--- src/padcfg_map.svh ---
// Register offsets, field positions and reset values for the pad bank
`ifndef PADCFG_MAP_SVH
`define PADCFG_MAP_SVH
`define PIN_A_PAD_OFS      16'hF7A1
`define PIN_B_PAD_OFS      16'hF7A2
`define CLK_PAD_OFS        16'hF7A3
`define SOFT_RESET_OFS     16'hF890
`define PLL_FIRST_OFS      16'hF000
`define PLL_LAST_OFS       16'hF006
`define PIN_A_PAD_RST      16'h0018
`define PIN_B_PAD_RST      16'h0018
`define CLK_PAD_RST        16'h0008
`define SOFT_RESET_RST     16'h0001
`define PLL_WORD_RST       16'h0000
`define PULL_BIT           4
`define SLEW_HI            3
`define SLEW_LO            2
`define DRIVE_HI           1
`define DRIVE_LO           0
`define PAD_USED_MASK      16'h001F
`define SOFT_RESET_BIT     0
`endif

--- src/padcfg_pkg.sv ---
// Types shared by the pad configuration and soft reset bank
package padcfg_pkg;
	typedef struct packed {
		logic       pulldown_en;
		logic [1:0] slew_code;
		logic [1:0] drive_code;
	} pad_ctrl_t;

	typedef struct packed {
		logic        wr;
		logic        rd;
		logic [15:0] addr;
		logic [15:0] wdata;
	} reg_req_t;

	typedef enum logic [1:0] {
		PORT_I2C = 2'b01,
		PORT_SPI = 2'b10
	} port_mode_t;
endpackage : padcfg_pkg

--- src/pad_cfg_reg.sv ---
// One pad control register loaded with RESET_VALUE by hard or soft reset
`timescale 1ns/1ps
`include "padcfg_map.svh"
module pad_cfg_reg
	import padcfg_pkg::*;
#(
	parameter logic [15:0] RESET_VALUE = 16'h0000
) (
	input  wire logic        clk_i,
	input  wire logic        rst_n_i,
	input  wire logic        soft_rst_i,
	input  wire logic        we_i,
	input  wire logic [15:0] wdata_i,
	output logic      [15:0] value_o,
	output pad_ctrl_t        ctrl_o
);
	logic [15:0] val_r;
	logic [15:0] val_nxt;

	always_comb begin
		val_nxt = val_r;
		if (soft_rst_i)
			val_nxt = RESET_VALUE;
		else if (we_i)
			val_nxt = wdata_i & `PAD_USED_MASK;
	end

	always_ff @(posedge clk_i or negedge rst_n_i) begin
		if (!rst_n_i)
			val_r <= RESET_VALUE;
		else
			val_r <= val_nxt;
	end

	assign value_o = val_r;
	assign ctrl_o  = '{pulldown_en: val_r[`PULL_BIT],
		slew_code: val_r[`SLEW_HI:`SLEW_LO],
		drive_code: val_r[`DRIVE_HI:`DRIVE_LO]};
endmodule : pad_cfg_reg

--- src/padcfg_soft_reset_top.sv ---
// Pad configuration and soft reset register bank
`timescale 1ns/1ps
`include "padcfg_map.svh"
module padcfg_soft_reset_top
	import padcfg_pkg::*;
#(
	parameter int PLL_WORDS = 7
) (
	// Clock and hardware reset
	input  wire logic        CLOCK_I,
	input  wire logic        RSTN_I,
	// Register access from the slave port decoder
	input  wire logic        REG_WR_I,
	input  wire logic        REG_RD_I,
	input  wire logic [15:0] REG_ADDR_I,
	input  wire logic [15:0] REG_WDATA_I,
	output logic      [15:0] REG_RDATA_O,
	output logic             REG_RVALID_O,
	// Port mode select from the slave port
	input  wire logic        SPI_SELECT_I,
	output logic             SPI_MODE_O,
	// Soft reset state
	output logic             SOFT_RESET_ACTIVE_O,
	// Pad controls
	output logic             PIN_A_PULLDOWN_EN_O,
	output logic      [1:0]  PIN_A_SLEW_CODE_O,
	output logic      [1:0]  PIN_A_DRIVE_CODE_O,
	output logic             PIN_B_PULLDOWN_EN_O,
	output logic      [1:0]  PIN_B_SLEW_CODE_O,
	output logic      [1:0]  PIN_B_DRIVE_CODE_O,
	output logic             CLOCK_PIN_PULLDOWN_EN_O,
	output logic      [1:0]  CLOCK_PIN_SLEW_CODE_O,
	output logic      [1:0]  CLOCK_PIN_DRIVE_CODE_O
);
	reg_req_t    req;
	logic        soft_r;
	logic        soft_nxt;
	port_mode_t  mode_r;
	port_mode_t  mode_nxt;
	logic [15:0] rdata_r;
	logic [15:0] rdata_nxt;
	logic        rvalid_r;
	logic        rvalid_nxt;
	logic        in_soft;
	logic [15:0] a_val;
	logic [15:0] b_val;
	logic [15:0] c_val;
	pad_ctrl_t   a_ctrl;
	pad_ctrl_t   b_ctrl;
	pad_ctrl_t   c_ctrl;
	logic        pll_hit;
	logic [15:0] pll_rdata;

	initial begin
		if (PLL_WORDS != 7)
			$error("padcfg_soft_reset_top: PLL window is seven words");
	end

	assign req = '{wr: REG_WR_I, rd: REG_RD_I,
		addr: REG_ADDR_I, wdata: REG_WDATA_I};
	assign in_soft = !soft_r;

	// Soft reset bit, itself held out of the soft reset so it can be released
	always_comb begin
		soft_nxt = soft_r;
		if (req.wr && req.addr == `SOFT_RESET_OFS)
			soft_nxt = req.wdata[`SOFT_RESET_BIT];
	end

	always_ff @(posedge CLOCK_I or negedge RSTN_I) begin
		if (!RSTN_I)
			soft_r <= 1'(`SOFT_RESET_RST);
		else
			soft_r <= soft_nxt;
	end

	// Port mode: only the hardware reset pin returns it to I2C
	always_comb begin
		mode_nxt = mode_r;
		if (SPI_SELECT_I)
			mode_nxt = PORT_SPI;
	end

	always_ff @(posedge CLOCK_I or negedge RSTN_I) begin
		if (!RSTN_I)
			mode_r <= PORT_I2C;
		else
			mode_r <= mode_nxt;
	end

	pad_cfg_reg #(
		.RESET_VALUE (`PIN_A_PAD_RST)
	) u_pin_a (
		.clk_i      (CLOCK_I),
		.rst_n_i    (RSTN_I),
		.soft_rst_i (in_soft),
		.we_i       (req.wr && req.addr == `PIN_A_PAD_OFS),
		.wdata_i    (req.wdata),
		.value_o    (a_val),
		.ctrl_o     (a_ctrl)
	);

	pad_cfg_reg #(
		.RESET_VALUE (`PIN_B_PAD_RST)
	) u_pin_b (
		.clk_i      (CLOCK_I),
		.rst_n_i    (RSTN_I),
		.soft_rst_i (in_soft),
		.we_i       (req.wr && req.addr == `PIN_B_PAD_OFS),
		.wdata_i    (req.wdata),
		.value_o    (b_val),
		.ctrl_o     (b_ctrl)
	);

	pad_cfg_reg #(
		.RESET_VALUE (`CLK_PAD_RST)
	) u_clk_pin (
		.clk_i      (CLOCK_I),
		.rst_n_i    (RSTN_I),
		.soft_rst_i (in_soft),
		.we_i       (req.wr && req.addr == `CLK_PAD_OFS),
		.wdata_i    (req.wdata),
		.value_o    (c_val),
		.ctrl_o     (c_ctrl)
	);

	pll_word_bank #(
		.WORDS (PLL_WORDS)
	) u_pll (
		.clk_i   (CLOCK_I),
		.rst_n_i (RSTN_I),
		.we_i    (req.wr),
		.addr_i  (req.addr),
		.wdata_i (req.wdata),
		.hit_o   (pll_hit),
		.rdata_o (pll_rdata)
	);

	// Reads are never gated by soft reset, so the host keeps access
	always_comb begin
		rvalid_nxt = req.rd;
		rdata_nxt  = rdata_r;
		if (req.rd) begin
			unique case (req.addr)
				`PIN_A_PAD_OFS:  rdata_nxt = a_val;
				`PIN_B_PAD_OFS:  rdata_nxt = b_val;
				`CLK_PAD_OFS:    rdata_nxt = c_val;
				`SOFT_RESET_OFS: rdata_nxt = {15'h0000, soft_r};
				default:         rdata_nxt = pll_hit ? pll_rdata : 16'h0000;
			endcase
		end
	end

	always_ff @(posedge CLOCK_I or negedge RSTN_I) begin
		if (!RSTN_I) begin
			rdata_r  <= 16'h0000;
			rvalid_r <= 1'b0;
		end else begin
			rdata_r  <= rdata_nxt;
			rvalid_r <= rvalid_nxt;
		end
	end

	// Outputs decoded only from flip-flops, SOFT_RESET_ACTIVE_O is inverted soft_r; pad fields pass through untouched
	assign REG_RDATA_O             = rdata_r;
	assign REG_RVALID_O            = rvalid_r;
	assign SPI_MODE_O              = (mode_r == PORT_SPI);
	assign SOFT_RESET_ACTIVE_O     = in_soft;
	assign PIN_A_PULLDOWN_EN_O     = a_ctrl.pulldown_en;
	assign PIN_A_SLEW_CODE_O       = a_ctrl.slew_code;
	assign PIN_A_DRIVE_CODE_O      = a_ctrl.drive_code;
	assign PIN_B_PULLDOWN_EN_O     = b_ctrl.pulldown_en;
	assign PIN_B_SLEW_CODE_O       = b_ctrl.slew_code;
	assign PIN_B_DRIVE_CODE_O      = b_ctrl.drive_code;
	assign CLOCK_PIN_PULLDOWN_EN_O = c_ctrl.pulldown_en;
	assign CLOCK_PIN_SLEW_CODE_O   = c_ctrl.slew_code;
	assign CLOCK_PIN_DRIVE_CODE_O  = c_ctrl.drive_code;
endmodule : padcfg_soft_reset_top

--- src/pll_word_bank.sv ---
// PLL words kept across soft reset, cleared only by hard reset
`timescale 1ns/1ps
`include "padcfg_map.svh"
module pll_word_bank #(
	parameter int WORDS = 7
) (
	input  wire logic        clk_i,
	input  wire logic        rst_n_i,
	input  wire logic        we_i,
	input  wire logic [15:0] addr_i,
	input  wire logic [15:0] wdata_i,
	output logic             hit_o,
	output logic      [15:0] rdata_o
);
	logic [15:0] mem_r   [WORDS];
	logic [15:0] mem_nxt [WORDS];
	logic [15:0] idx;

	initial begin
		if (WORDS < 1 || WORDS > 256)
			$error("pll_word_bank: WORDS out of range");
	end

	assign idx   = addr_i - `PLL_FIRST_OFS;
	assign hit_o = (addr_i >= `PLL_FIRST_OFS) && (idx < 16'(WORDS));

	always_comb begin
		rdata_o = 16'h0000;
		for (int i = 0; i < WORDS; i++) begin
			mem_nxt[i] = mem_r[i];
			if (we_i && hit_o && idx == 16'(i))
				mem_nxt[i] = wdata_i;
			if (hit_o && idx == 16'(i))
				rdata_o = mem_r[i];
		end
	end

	// No soft reset input: contents survive it by construction
	always_ff @(posedge clk_i or negedge rst_n_i) begin
		if (!rst_n_i) begin
			for (int i = 0; i < WORDS; i++)
				mem_r[i] <= `PLL_WORD_RST;
		end else begin
			mem_r <= mem_nxt;
		end
	end
endmodule : pll_word_bank

--- config.mk ---
export PLATFORM = sky130hd
export DESIGN_NAME = padcfg_soft_reset_top
export DESIGN_NICKNAME = d
export VERILOG_FILES = /design/src/padcfg_pkg.sv /design/src/pad_cfg_reg.sv /design/src/padcfg_soft_reset_top.sv /design/src/pll_word_bank.sv
export VERILOG_INCLUDE_DIRS = /design/src
export SDC_FILE = /design/constraint.sdc
export NUM_CORES = 1
export LEC_CHECK = 0
export BUFFER_PORTS_ARGS = -buffer_cell sky130_fd_sc_hd__buf_4
export CORE_MARGIN = 4
export CORE_UTILIZATION = 45
export DETAILED_ROUTE_END_ITERATION = 10
export GPL_TIMING_DRIVEN = 0
export SLEW_MARGIN = 15
export SYNTH_ARGS = -nofsm -noshare
export SYNTH_HDL_FRONTEND = slang
export SYNTH_SLANG_ARGS = --single-unit
--- constraint.sdc ---
create_clock -name CLOCK_I -period 1.5 [get_ports CLOCK_I]
set_input_delay 0.3 -clock CLOCK_I [delete_from_list [all_inputs] [get_ports CLOCK_I]]
set_output_delay 0.3 -clock CLOCK_I [all_outputs]
set_load 0.05 [all_outputs]
==> qor.csv, run 1 <==
metric,value,unit
rsz0062_at_grt,yes,
crit_path_end,REG_RDATA_O[14],
drt_iter0_drc,415,
layout_commonest_cell,dfrtp_1,
synth_cell_types,52,
crit_path_top_delay_cell,or4b_4,
crit_start,REG_ADDR_I[7],
hold_class,input pin to flip-flop,
crit_chain,"buf_12, or4_4, or3_4, or4b_4, o32ai_4",
slew_viol_final,0,
yosysWarnings,0,
slowest_delay,0.59,ns
startpoint_type,input pin,
critPathRequiredTime,1.84,ns
fin_crit_sh,1.21,
netlist_instances,545,
wl_per_cell,22.9,um
synth_flop_cell,dfrtp_1,
area_growth,39.9,%
maxCapViolations,0,
outcome,"complete, but fails checks",
antenna-diode-count,0,
antenna_found_initial,0,
final_cells,878,
crit_path_end_kind,flip-flop,
r2r-start,u_pll.mem_r[63],
layout-drive-gt1-share,0.530,
reg2reg_to,REG_RDATA_O[15],
coreArea,0.0152,mm^2
wl,20100,um
synth.net_count,582,
path_class,input pin to flip-flop,
ir_drop,834,uV
power_leakage,4.64,nW
grt_max_degree,82,
p_per_area,930,mW/mm^2
die_area,0.0175,mm^2
cts.sink_count,147,
setup_viol,142,
io_pins,71,
synth_seq_cells,147,
violations,setup timing,
clock_skew,0.00687,ns
initial_core_util,0.458,
min_period,1.82,ns
layout_common_cells,"140 x dfrtp_1, 80 x mux2_4, 75 x buf_4",
rows,45,
post-place-cells,798,
die_y,132,um
max_slew.worst_pin.slew,0.768,ns
routed_via_density,5.83,
clk_latency,0.43,ns
syn_area_per_cell,12.8,um^2
yosysSeqAreaShare,0.530,
finalSetupTns,-22.37,ns
place_hpwl,12500,um
worst_slack,-0.319,ns
hold_path_depth,1,
async_flop_share,1.00,
die_x,132,um
grt_pass1_vias,5292,
cts.path.max_buffers,2,
r2r_slack,0.04,ns
hold_violations,0,
crit_fanout,4,
gr-total-overflow,0,
cts_tree,built,
vias,5116,
fillCellCount,1137,
postRouteAntennaNets,0,
slew_headroom,0.488,
fmax,550,MHz
synth_area,0.00696,mm^2
grt_pass1_wl,31500,um
io_buffers,64,
drt_pass1_iterations,5,
grtUsageTotal,0.233,
cts_inserted_buffers,17,
path_clk_slew,0.06,ns
rr_worst_depth,3,
drc,0,
gp_congestion,0.854,
synth_edf_count,0,
cp.arrival,2.16,ns
cts_root_buf,clkbuf_16,
finalNetCount,714,
cts_max_level,4,
## area by class of cell
cell class	count	area (um^2)	share of cell area
plain buffers	31	282	0.0289
well taps	188	235	0.0242
clock inverters	15	198	0.0203
flip-flops and latches	147	3690	0.379
multi-input cells	355	3690	0.379
repair buffers	120	1190	0.123
inverters	5	22.5	0.00231
clock buffers	17	425	0.0437
## per-stage QoR
| stage | cell area [um^2] | power [mW] | hold WS [ns] | util | setup WS, ns |
|---|---|---|---|---|---|
| finish | 9740 | 9.06 | 0.0539 | 0.640 | -0.319 |
| global route | 9740 | 9.33 | 0.0352 | 0.640 | -0.335 |
| CTS | 9510 | 9.10 | 0.0394 | 0.626 | -0.374 |
| detailed placement | 7990 | 4.54 | 0.288 | 0.526 | -1.24 |
| global placement | 7960 | 4.52 | 0.424 | 0.523 | -1.21 |
| floorplan | 7240 | 4.25 | 0.00441 | - | -0.587 |
## cell usage after synthesis, types with 5 or more instances
cell type | count | area share
dfrtp_1 | 140 | 0.50
mux2_2 | 119 | 0.19
mux2i_1 | 30 | 0.043
nand2_1 | 25 | 0.013
clkbuf_1 | 20 | 0.011
nand3_1 | 20 | 0.014
o21ai_0 | 18 | 0.013
nor2_1 | 17 | 0.0092
a21oi_1 | 14 | 0.010
a22o_1 | 13 | 0.016
nor2b_1 | 12 | 0.011
o22ai_1 | 9 | 0.0081
buf_2 | 8 | 0.0058
dfstp_2 | 7 | 0.026
a2bb2oi_1 | 6 | 0.0076
o221ai_1 | 6 | 0.0076
and2_1 | 5 | 0.0045
## registers in the layout (all words and copies together) (netlist names)
name and cells:
REG_RDATA_O 16, REG_RVALID_O 1, mode_r 2, soft_r 1, u_clk_pin.value_o 5, u_pin_a.value_o 5, u_pin_b.value_o 5, u_pll.mem_r 112
## worst min-delay path by stage
stage | end | from
3_3_place_gp | mode_r[0] | SPI_SELECT_I
3_5_place_dp | u_clk_pin.value_o[1] | RSTN_I
5_1_grt | REG_RVALID_O | REG_RD_I
6_report | REG_RVALID_O | REG_RD_I
4_1_cts | REG_RVALID_O | REG_RD_I
2_1_floorplan | REG_RDATA_O[0] | RSTN_I
## repair_timing
action,4_1_cts,5_1_grt
hold buffers,2,0
gates resized for setup,139,37
endpoints found under the setup margin,144,149
pin swaps,22,17
buffers inserted,36,14
endpoints found under the hold margin,66,0
gates cloned,6,1
## metal layers
layer  vias to the layer above  GRT usage  wire length, um
li1                       2280          -                -
met1                      2652      0.342             9510
met2                       162      0.349             9230
met3                        22     0.0592             1100
met4                         0     0.0600              264
met5                         -          0                0
## power breakdown
group	leakage [nW]	switching (mW)	internal [mW]
Sequential	2.02	0.00236	3.97
Clock	0.304	1.84	2.67
Combinational	2.32	0.377	0.198
## cell families (layout without fill, tap and decap cells)
kind of cell / after synthesis / count (layout) / share of synthesized area
DFF: 147 / 147 / 0.530
muxes: 154 / 154 / 0.253
AOI/OAI and AO/OA: 87 / 87 / 0.0870
buffers and inverters: 43 / 188 / 0.0322
and+or+nand+nor: 114 / 114 / 0.0980
## critical path, delay by kind of cell
kind                   cells  cell delay [ns]
AOI/OAI and AO/OA          1             0.22
buffers and inverters      1             0.10
and+or+nand+nor            3             1.52
Power figures use the tool's default switching activity.
==> run 2: changes to the inputs <==
--- a/config.mk
+++ b/config.mk
@@ -12,4 +12,5 @@
 export DETAILED_ROUTE_END_ITERATION = 10
 export GPL_TIMING_DRIVEN = 0
+export RECOVER_POWER = 50
 export SLEW_MARGIN = 15
 export SYNTH_ARGS = -nofsm -noshare
==> constraint.sdc (replaced) <==
create_clock -name CLOCK_I -period 1.5 [get_ports CLOCK_I]
set_input_delay 0.3 -clock CLOCK_I [delete_from_list [all_inputs] [get_ports CLOCK_I]]
set_output_delay 0.3 -clock CLOCK_I [all_outputs]
set_load 0.01 [all_outputs]
==> run 2 against run 1 <==
The flow still finishes with violations (setup timing). Total power is 0.30% lower. Critical path depth is the same. Sequential power barely moved. Fmax about the same. Critical endpoint unchanged. Largest cell class unchanged.
==> qor.csv, run 2 (synthesis results as in run 1) <==
metric,value,unit,change
routed_via_density,5.82,,-0.12%
cts_inserted_buffers,17,,unchanged
cts_max_level,4,,unchanged
cts_tree,built,,
min_period,1.82,ns,+0.00133 ns
rows,45,,unchanged
cts.sink_count,147,,unchanged
clock_skew,0.00650,ns,-0.000367 ns
worst_slack,-0.320,ns,-0.00133 ns
coreArea,0.0152,mm^2,unchanged
hold_class,input pin to flip-flop,,
area_growth,38.1,%,
setup_viol,179,,+26%
ir_drop,825,uV,-1.0%
maxCapViolations,0,,unchanged
path_class,input pin to flip-flop,,
postRouteAntennaNets,0,,unchanged
critPathRequiredTime,1.83,ns,about the same
initial_core_util,0.458,,unchanged
fin_crit_sh,1.21,,about the same
p_per_area,940,mW/mm^2,+1.1%
die_x,132,um,unchanged
crit_buf_inv,1,,unchanged
post-place-cells,798,,unchanged
gr-total-overflow,0,,unchanged
cp.arrival,2.16,ns,about the same
antenna_found_initial,0,,unchanged
io_buffers,64,,unchanged
grt_pass1_wl,31500,um,unchanged
cts.path.max_buffers,2,,unchanged
violations,setup timing,,
hold_violations,0,,unchanged
place_hpwl,12500,um,unchanged
power_leakage,4.52,nW,-2.5%
cts_root_buf,clkbuf_16,,
gp_congestion,0.854,,unchanged
grt_pass1_vias,5292,,unchanged
startpoint_type,input pin,,
hold_ws,0.130,ns,+0.0759 ns
slew_headroom,0.357,,-0.130
finalNetCount,712,,-0.28%
crit_path_end_kind,flip-flop,,
slowest_delay,0.59,ns,about the same
rsz0062_at_grt,yes,,
max_slew.worst_pin.slew,0.964,ns,+0.195 ns
fmax,549,MHz,about the same
drt_iter0_drc,442,,+6.5%
final_cells,876,,-0.23%
antenna-diode-count,0,,unchanged
cp_top_family,simple AND/OR/NAND/NOR gates,,
die_y,132,um,unchanged
grt_max_degree,82,,unchanged
top_register,u_pll.mem_r,,
drt_pass1_iterations,5,,unchanged
outcome,"complete, but fails checks",,
largest_reg_flops,112,,unchanged
io_pins,71,,unchanged
p_total,9.03,mW,-0.30%
wl_per_cell,22.9,um,about the same
crit_fanout,4,,unchanged
slew_viol_final,0,,unchanged
layout_commonest_cell,dfrtp_1,,
grtUsageTotal,0.233,,unchanged
clk_latency,0.43,ns,about the same
drc,0,,unchanged
path_clk_slew,0.06,ns,about the same
final_area,0.00961,mm^2,-1.3%
layout-drive-gt1-share,0.496,,-0.0348
layout_common_cells,"140 x dfrtp_1, 80 x mux2_4, 53 x buf_4",,
dpl-instance-area,0.00799,mm^2,unchanged
die_area,0.0175,mm^2,unchanged
crit_chain,"buf_12, or4_4, or3_4, or4b_4, o32ai_4",,
vias,5098,,-0.35%
crit_path_top_delay_cell,or4b_4,,
wl,20100,um,-0.28%
==> run 2: per-stage QoR <==
stage                     TNS [ns]  setup WS [ns]  utilization
final                       -23.10         -0.320        0.632
after global routing        -43.61         -0.335        0.632
after CTS                   -25.22         -0.374        0.626
after detailed placement   -127.20          -1.24        0.526
after global placement     -195.78          -1.21        0.523
after floorplan             -61.02         -0.587            -
==> run 2: power by group <==
group | switching, mW | total, mW | leakage (nW) | internal (mW)
Sequential | 0.00230 | 3.97 | 2.02 | 3.97
Combinational | 0.365 | 0.556 | 2.20 | 0.191
Clock | 1.83 | 4.50 | 0.304 | 2.67
==> run 2: layout make-up <==
type,instances,area [um^2]
fill,1160,5600
multi-input combinational,355,3690
sequential,147,3690
timing repair buffer,118,1070
clock buffer,17,425
buffer,31,282
tap,188,235
clock inverter,15,198
inverter,5,20.0
==> run 2: path summary, 6_finish.rpt <==
check | end | from | depth (start not counted) | slack [ns]
setup reg to reg | REG_RDATA_O[15] | u_pll.mem_r[63] | 3 | 0.04
setup / recovery | REG_RDATA_O[14] | REG_ADDR_I[7] | 5 | -0.32
max in group asynchronous | u_pll.mem_r[22] | RSTN_I | 3 | -0.02
hold reg to reg | mode_r[1] | mode_r[1] | 1 | 0.46
hold / removal | u_pll.mem_r[48] | REG_WDATA_I[0] | 2 | 0.13
min in group asynchronous | u_clk_pin.value_o[1] | RSTN_I | 2 | 0.58
==> run 2: routing by layer <==
| layer | wire length (um) | vias to the layer above | global-route usage |
|---|---|---|---|
| met5 | 0 | - | 0 |
| li1 | - | 2278 | - |
| met2 | 9230 | 151 | 0.349 |
| met3 | 1050 | 22 | 0.0592 |
| met4 | 263 | 0 | 0.0600 |
| met1 | 9510 | 2647 | 0.342 |
==> run 2: worst register-to-register path, cell delays in order (launching register included) <==
cell and delay [ns]:
dfrtp_1 0.40, mux4_4 0.61, o21ai_0 0.22, o32ai_2 0.12
==> run 2: what timing repair did <==
item / in CTS / in global routing
resized for setup: 138 / 32
buffers inserted: 36 / 12
hold buffers: 2 / 0
endpoints found under the hold margin: 66 / 0
gates cloned: 6 / 1
pin swaps: 22 / 17
endpoints found under the setup margin: 144 / 145
==> run 3: changes to the inputs <==
Settings changed: CTS_CLUSTER_DIAMETER set to 40, SYNTH_HIERARCHICAL set to 1.
==> run 3 against run 2 <==
The flow still finishes with violations (setup timing). Global-route usage is 1.8 points higher. Largest power group unchanged. Die area is 11% higher. Largest cell class unchanged. Flip-flop and latch count stayed put. Combinational power is 27% higher. Total power is 1.1% lower. Highest routed layer unchanged.
==> qor.csv, run 3 <==
metric,value,unit,change
fillCellCount,1251,,+7.8%
io_buffers,70,,+9.4%
max_slew.worst_pin.slew,0.770,ns,-0.194 ns
netlist_instances,654,,+20%
async_flop_share,1.00,,unchanged
wl_per_cell,23.1,um,+1.0%
routed_via_density,5.81,,-0.25%
synthTopCellsByCount,"140 x dfrtp_1, 103 x mux2_2, 54 x buf_4",,
die_x,139,um,+5.2%
p_switching,2.25,mW,+2.6%
min_to,soft_r,,
clock_skew,0.00884,ns,+0.00234 ns
yosysMostFrequentCell,dfrtp_1,,
register_area,0.00369,mm^2,unchanged
p_per_area,807,mW/mm^2,-14%
synth_top_cell_area_share,0.452,,-0.0517
outcome,"complete, but fails checks",,
gp_congestion,0.835,,-2.3%
rr_worst_depth,7,,+4
hold_class,input pin to flip-flop,,
final_area,0.0111,mm^2,+15%
finalNetCount,888,,+25%
grt_max_degree,98,,+20%
coreArea,0.0168,mm^2,+10%
worst_slack,-0.495,ns,-0.174 ns
synth_cell_types,52,,unchanged
area_growth,42.5,%,
min_period,1.99,ns,+0.174 ns
vias,6293,,+23%
path_class,input pin to flip-flop,,
cts.sink_count,147,,unchanged
grt_pass1_vias,6454,,+22%
clk_latency,0.43,ns,about the same
layout_commonest_cell,dfrtp_1,,
layout_common_cells,"140 x dfrtp_1, 131 x buf_4, 68 x mux2_4",,
cp.arrival,2.33,ns,+0.17 ns
r2r_slack,-0.03,ns,-0.07 ns
critPathRequiredTime,1.84,ns,about the same
drt_iter0_drc,655,,+48%
grtUsageTotal,0.251,,+0.0177
syn_area_per_cell,11.9,um^2,-7.1%
postRouteAntennaNets,0,,unchanged
top_register,u_pll/mem_r,,
cts_max_level,4,,unchanged
cts_inserted_buffers,17,,unchanged
synth_area_leaders,"dfrtp_1 45%, mux2_2 15%, buf_4 5.2%",,
path_clk_slew,0.07,ns,about the same
antenna_found_initial,0,,unchanged
cts.path.max_buffers,2,,unchanged
cts_root_buf,clkbuf_16,,
hold_violations,0,,unchanged
slew_viol_final,0,,unchanged
utilization,0.660,,+0.0276
crit_path_end_kind,flip-flop,,
clkPwrFrac,0.471,,-0.027
yosysSeqAreaShare,0.475,,-0.0545
ir_drop,839,uV,+1.6%
grt_pass1_wl,37300,um,+19%
antenna-diode-count,0,,unchanged
rows,47,,+4.4%
gr-total-overflow,0,,unchanged
cts_tree,built,,
pwr-share-seq,0.450,,+0.010
crit_fanout,6,,+2
place_hpwl,15200,um,+21%
hold_ws,0.132,ns,+0.00208 ns
p_total,8.92,mW,-1.1%
final_cells,1084,,+24%
largest_reg_flops,112,,unchanged
post-place-cells,975,,+22%
synth_seq_cells,147,,unchanged
yosysWarnings,6,,+6
fin_crit_sh,1.33,,+0.116
maxCapViolations,0,,unchanged
io_pins,71,,unchanged
power_leakage,5.07,nW,+12%
synth_flop_cell,dfrtp_1,,
slew_headroom,0.485,,+0.127
layout-drive-gt1-share,0.524,,+0.0287
cellInternalPower,6.67,mW,-2.4%
synth_top_area_cell,dfrtp_1,,
startpoint_type,input pin,,
synth_edf_count,0,,unchanged
fmax,501,MHz,-8.7%
die_y,139,um,+5.2%
rsz0062_at_grt,yes,,
dpl_worst_slack,-1.61,ns,-0.370 ns
r2r-start,u_pll/mem_r[85],,
drt_pass1_iterations,5,,unchanged
die_area,0.0194,mm^2,+11%
violations,setup timing,,
p_sw_frac,0.253,,+0.00929
comb_power_share,0.079,,+0.017
finalSetupTns,-42.02,ns,-18.92 ns
synth_area,0.00775,mm^2,+11%
drc,0,,unchanged
setup_viol,144,,-20%
dpl-instance-area,0.00902,mm^2,+13%
hold_path_depth,3,,+1
reg2reg_to,REG_RDATA_O[5],,
min_from,REG_WR_I,,
initial_core_util,0.463,,+0.00501
multi_input_area,0.00426,mm^2,+15%
wl,25100,um,+25%
run 3: kinds of logic after synthesis:
group	synth area share
AND/OR/NAND/NOR	0.108
multiplexers	0.214
AO/OA/AOI/OAI	0.121
buffers and inverters	0.0797
other	0.00145
flip-flops	0.475
run 3: layout make-up:
class,count,area share
multi-input cells,443,0.386
plain buffers,82,0.0676
clock buffers,20,0.0413
repair buffers,154,0.133
flip-flops and latches,147,0.334
well taps,220,0.0249
clock inverters,12,0.0111
inverters,6,0.00238
run 3: routing by layer:
layer	vias to the layer above	global-route usage	routed length [um]	part of all wire
met5	-	0	0	0
met4	0	0.0937	804	0.032
met3	58	0.0556	1520	0.060
met2	244	0.394	11900	0.47
met1	3229	0.344	10900	0.43
li1	2762	-	-	-
run 3: how the worst max path moves through the flow:
stage | to | start | slack (ns) | cells past startpoint
finish | REG_RDATA_O[7] | REG_ADDR_I[10] | -0.49 | 11
global route | REG_RDATA_O[13] | REG_ADDR_I[10] | -0.56 | 11
CTS | u_pin_a/value_o[3] | REG_ADDR_I[6] | -0.49 | 8
detailed placement | REG_RDATA_O[13] | REG_ADDR_I[7] | -1.61 | 8
global placement | REG_RDATA_O[13] | REG_ADDR_I[7] | -1.56 | 8
floorplan | u_pin_a/value_o[3] | REG_ADDR_I[6] | -0.75 | 8
run 3: what timing repair did:
action,CTS,global route
gates cloned,8,1
endpoints found under the hold margin,50,0
resized for setup,125,64
pin swaps,45,36
buffers inserted,50,27
hold buffers,3,0
endpoints found under the setup margin,138,145
run 3: power by group through the flow:
stage,logic [mW],registers (mW),clock network (mW)
final,0.704,4.02,4.21
after global routing,0.760,4.02,4.42
after CTS,0.690,4.02,4.26
after detailed placement,0.632,4.09,0
after global placement,0.606,4.09,0
after floorplan,0.251,4.10,0
run 3: critical path, cell delays in order:
cell and delay [ns]:
buf_12 0.11, nor4_4 0.35, buf_4 0.18, nand4b_1 0.11
buf_4 0.19, nor3_4 0.19, buf_6 0.19, nand2_1 0.08
a22oi_2 0.27, o2111ai_2 0.17, a31oi_1 0.19
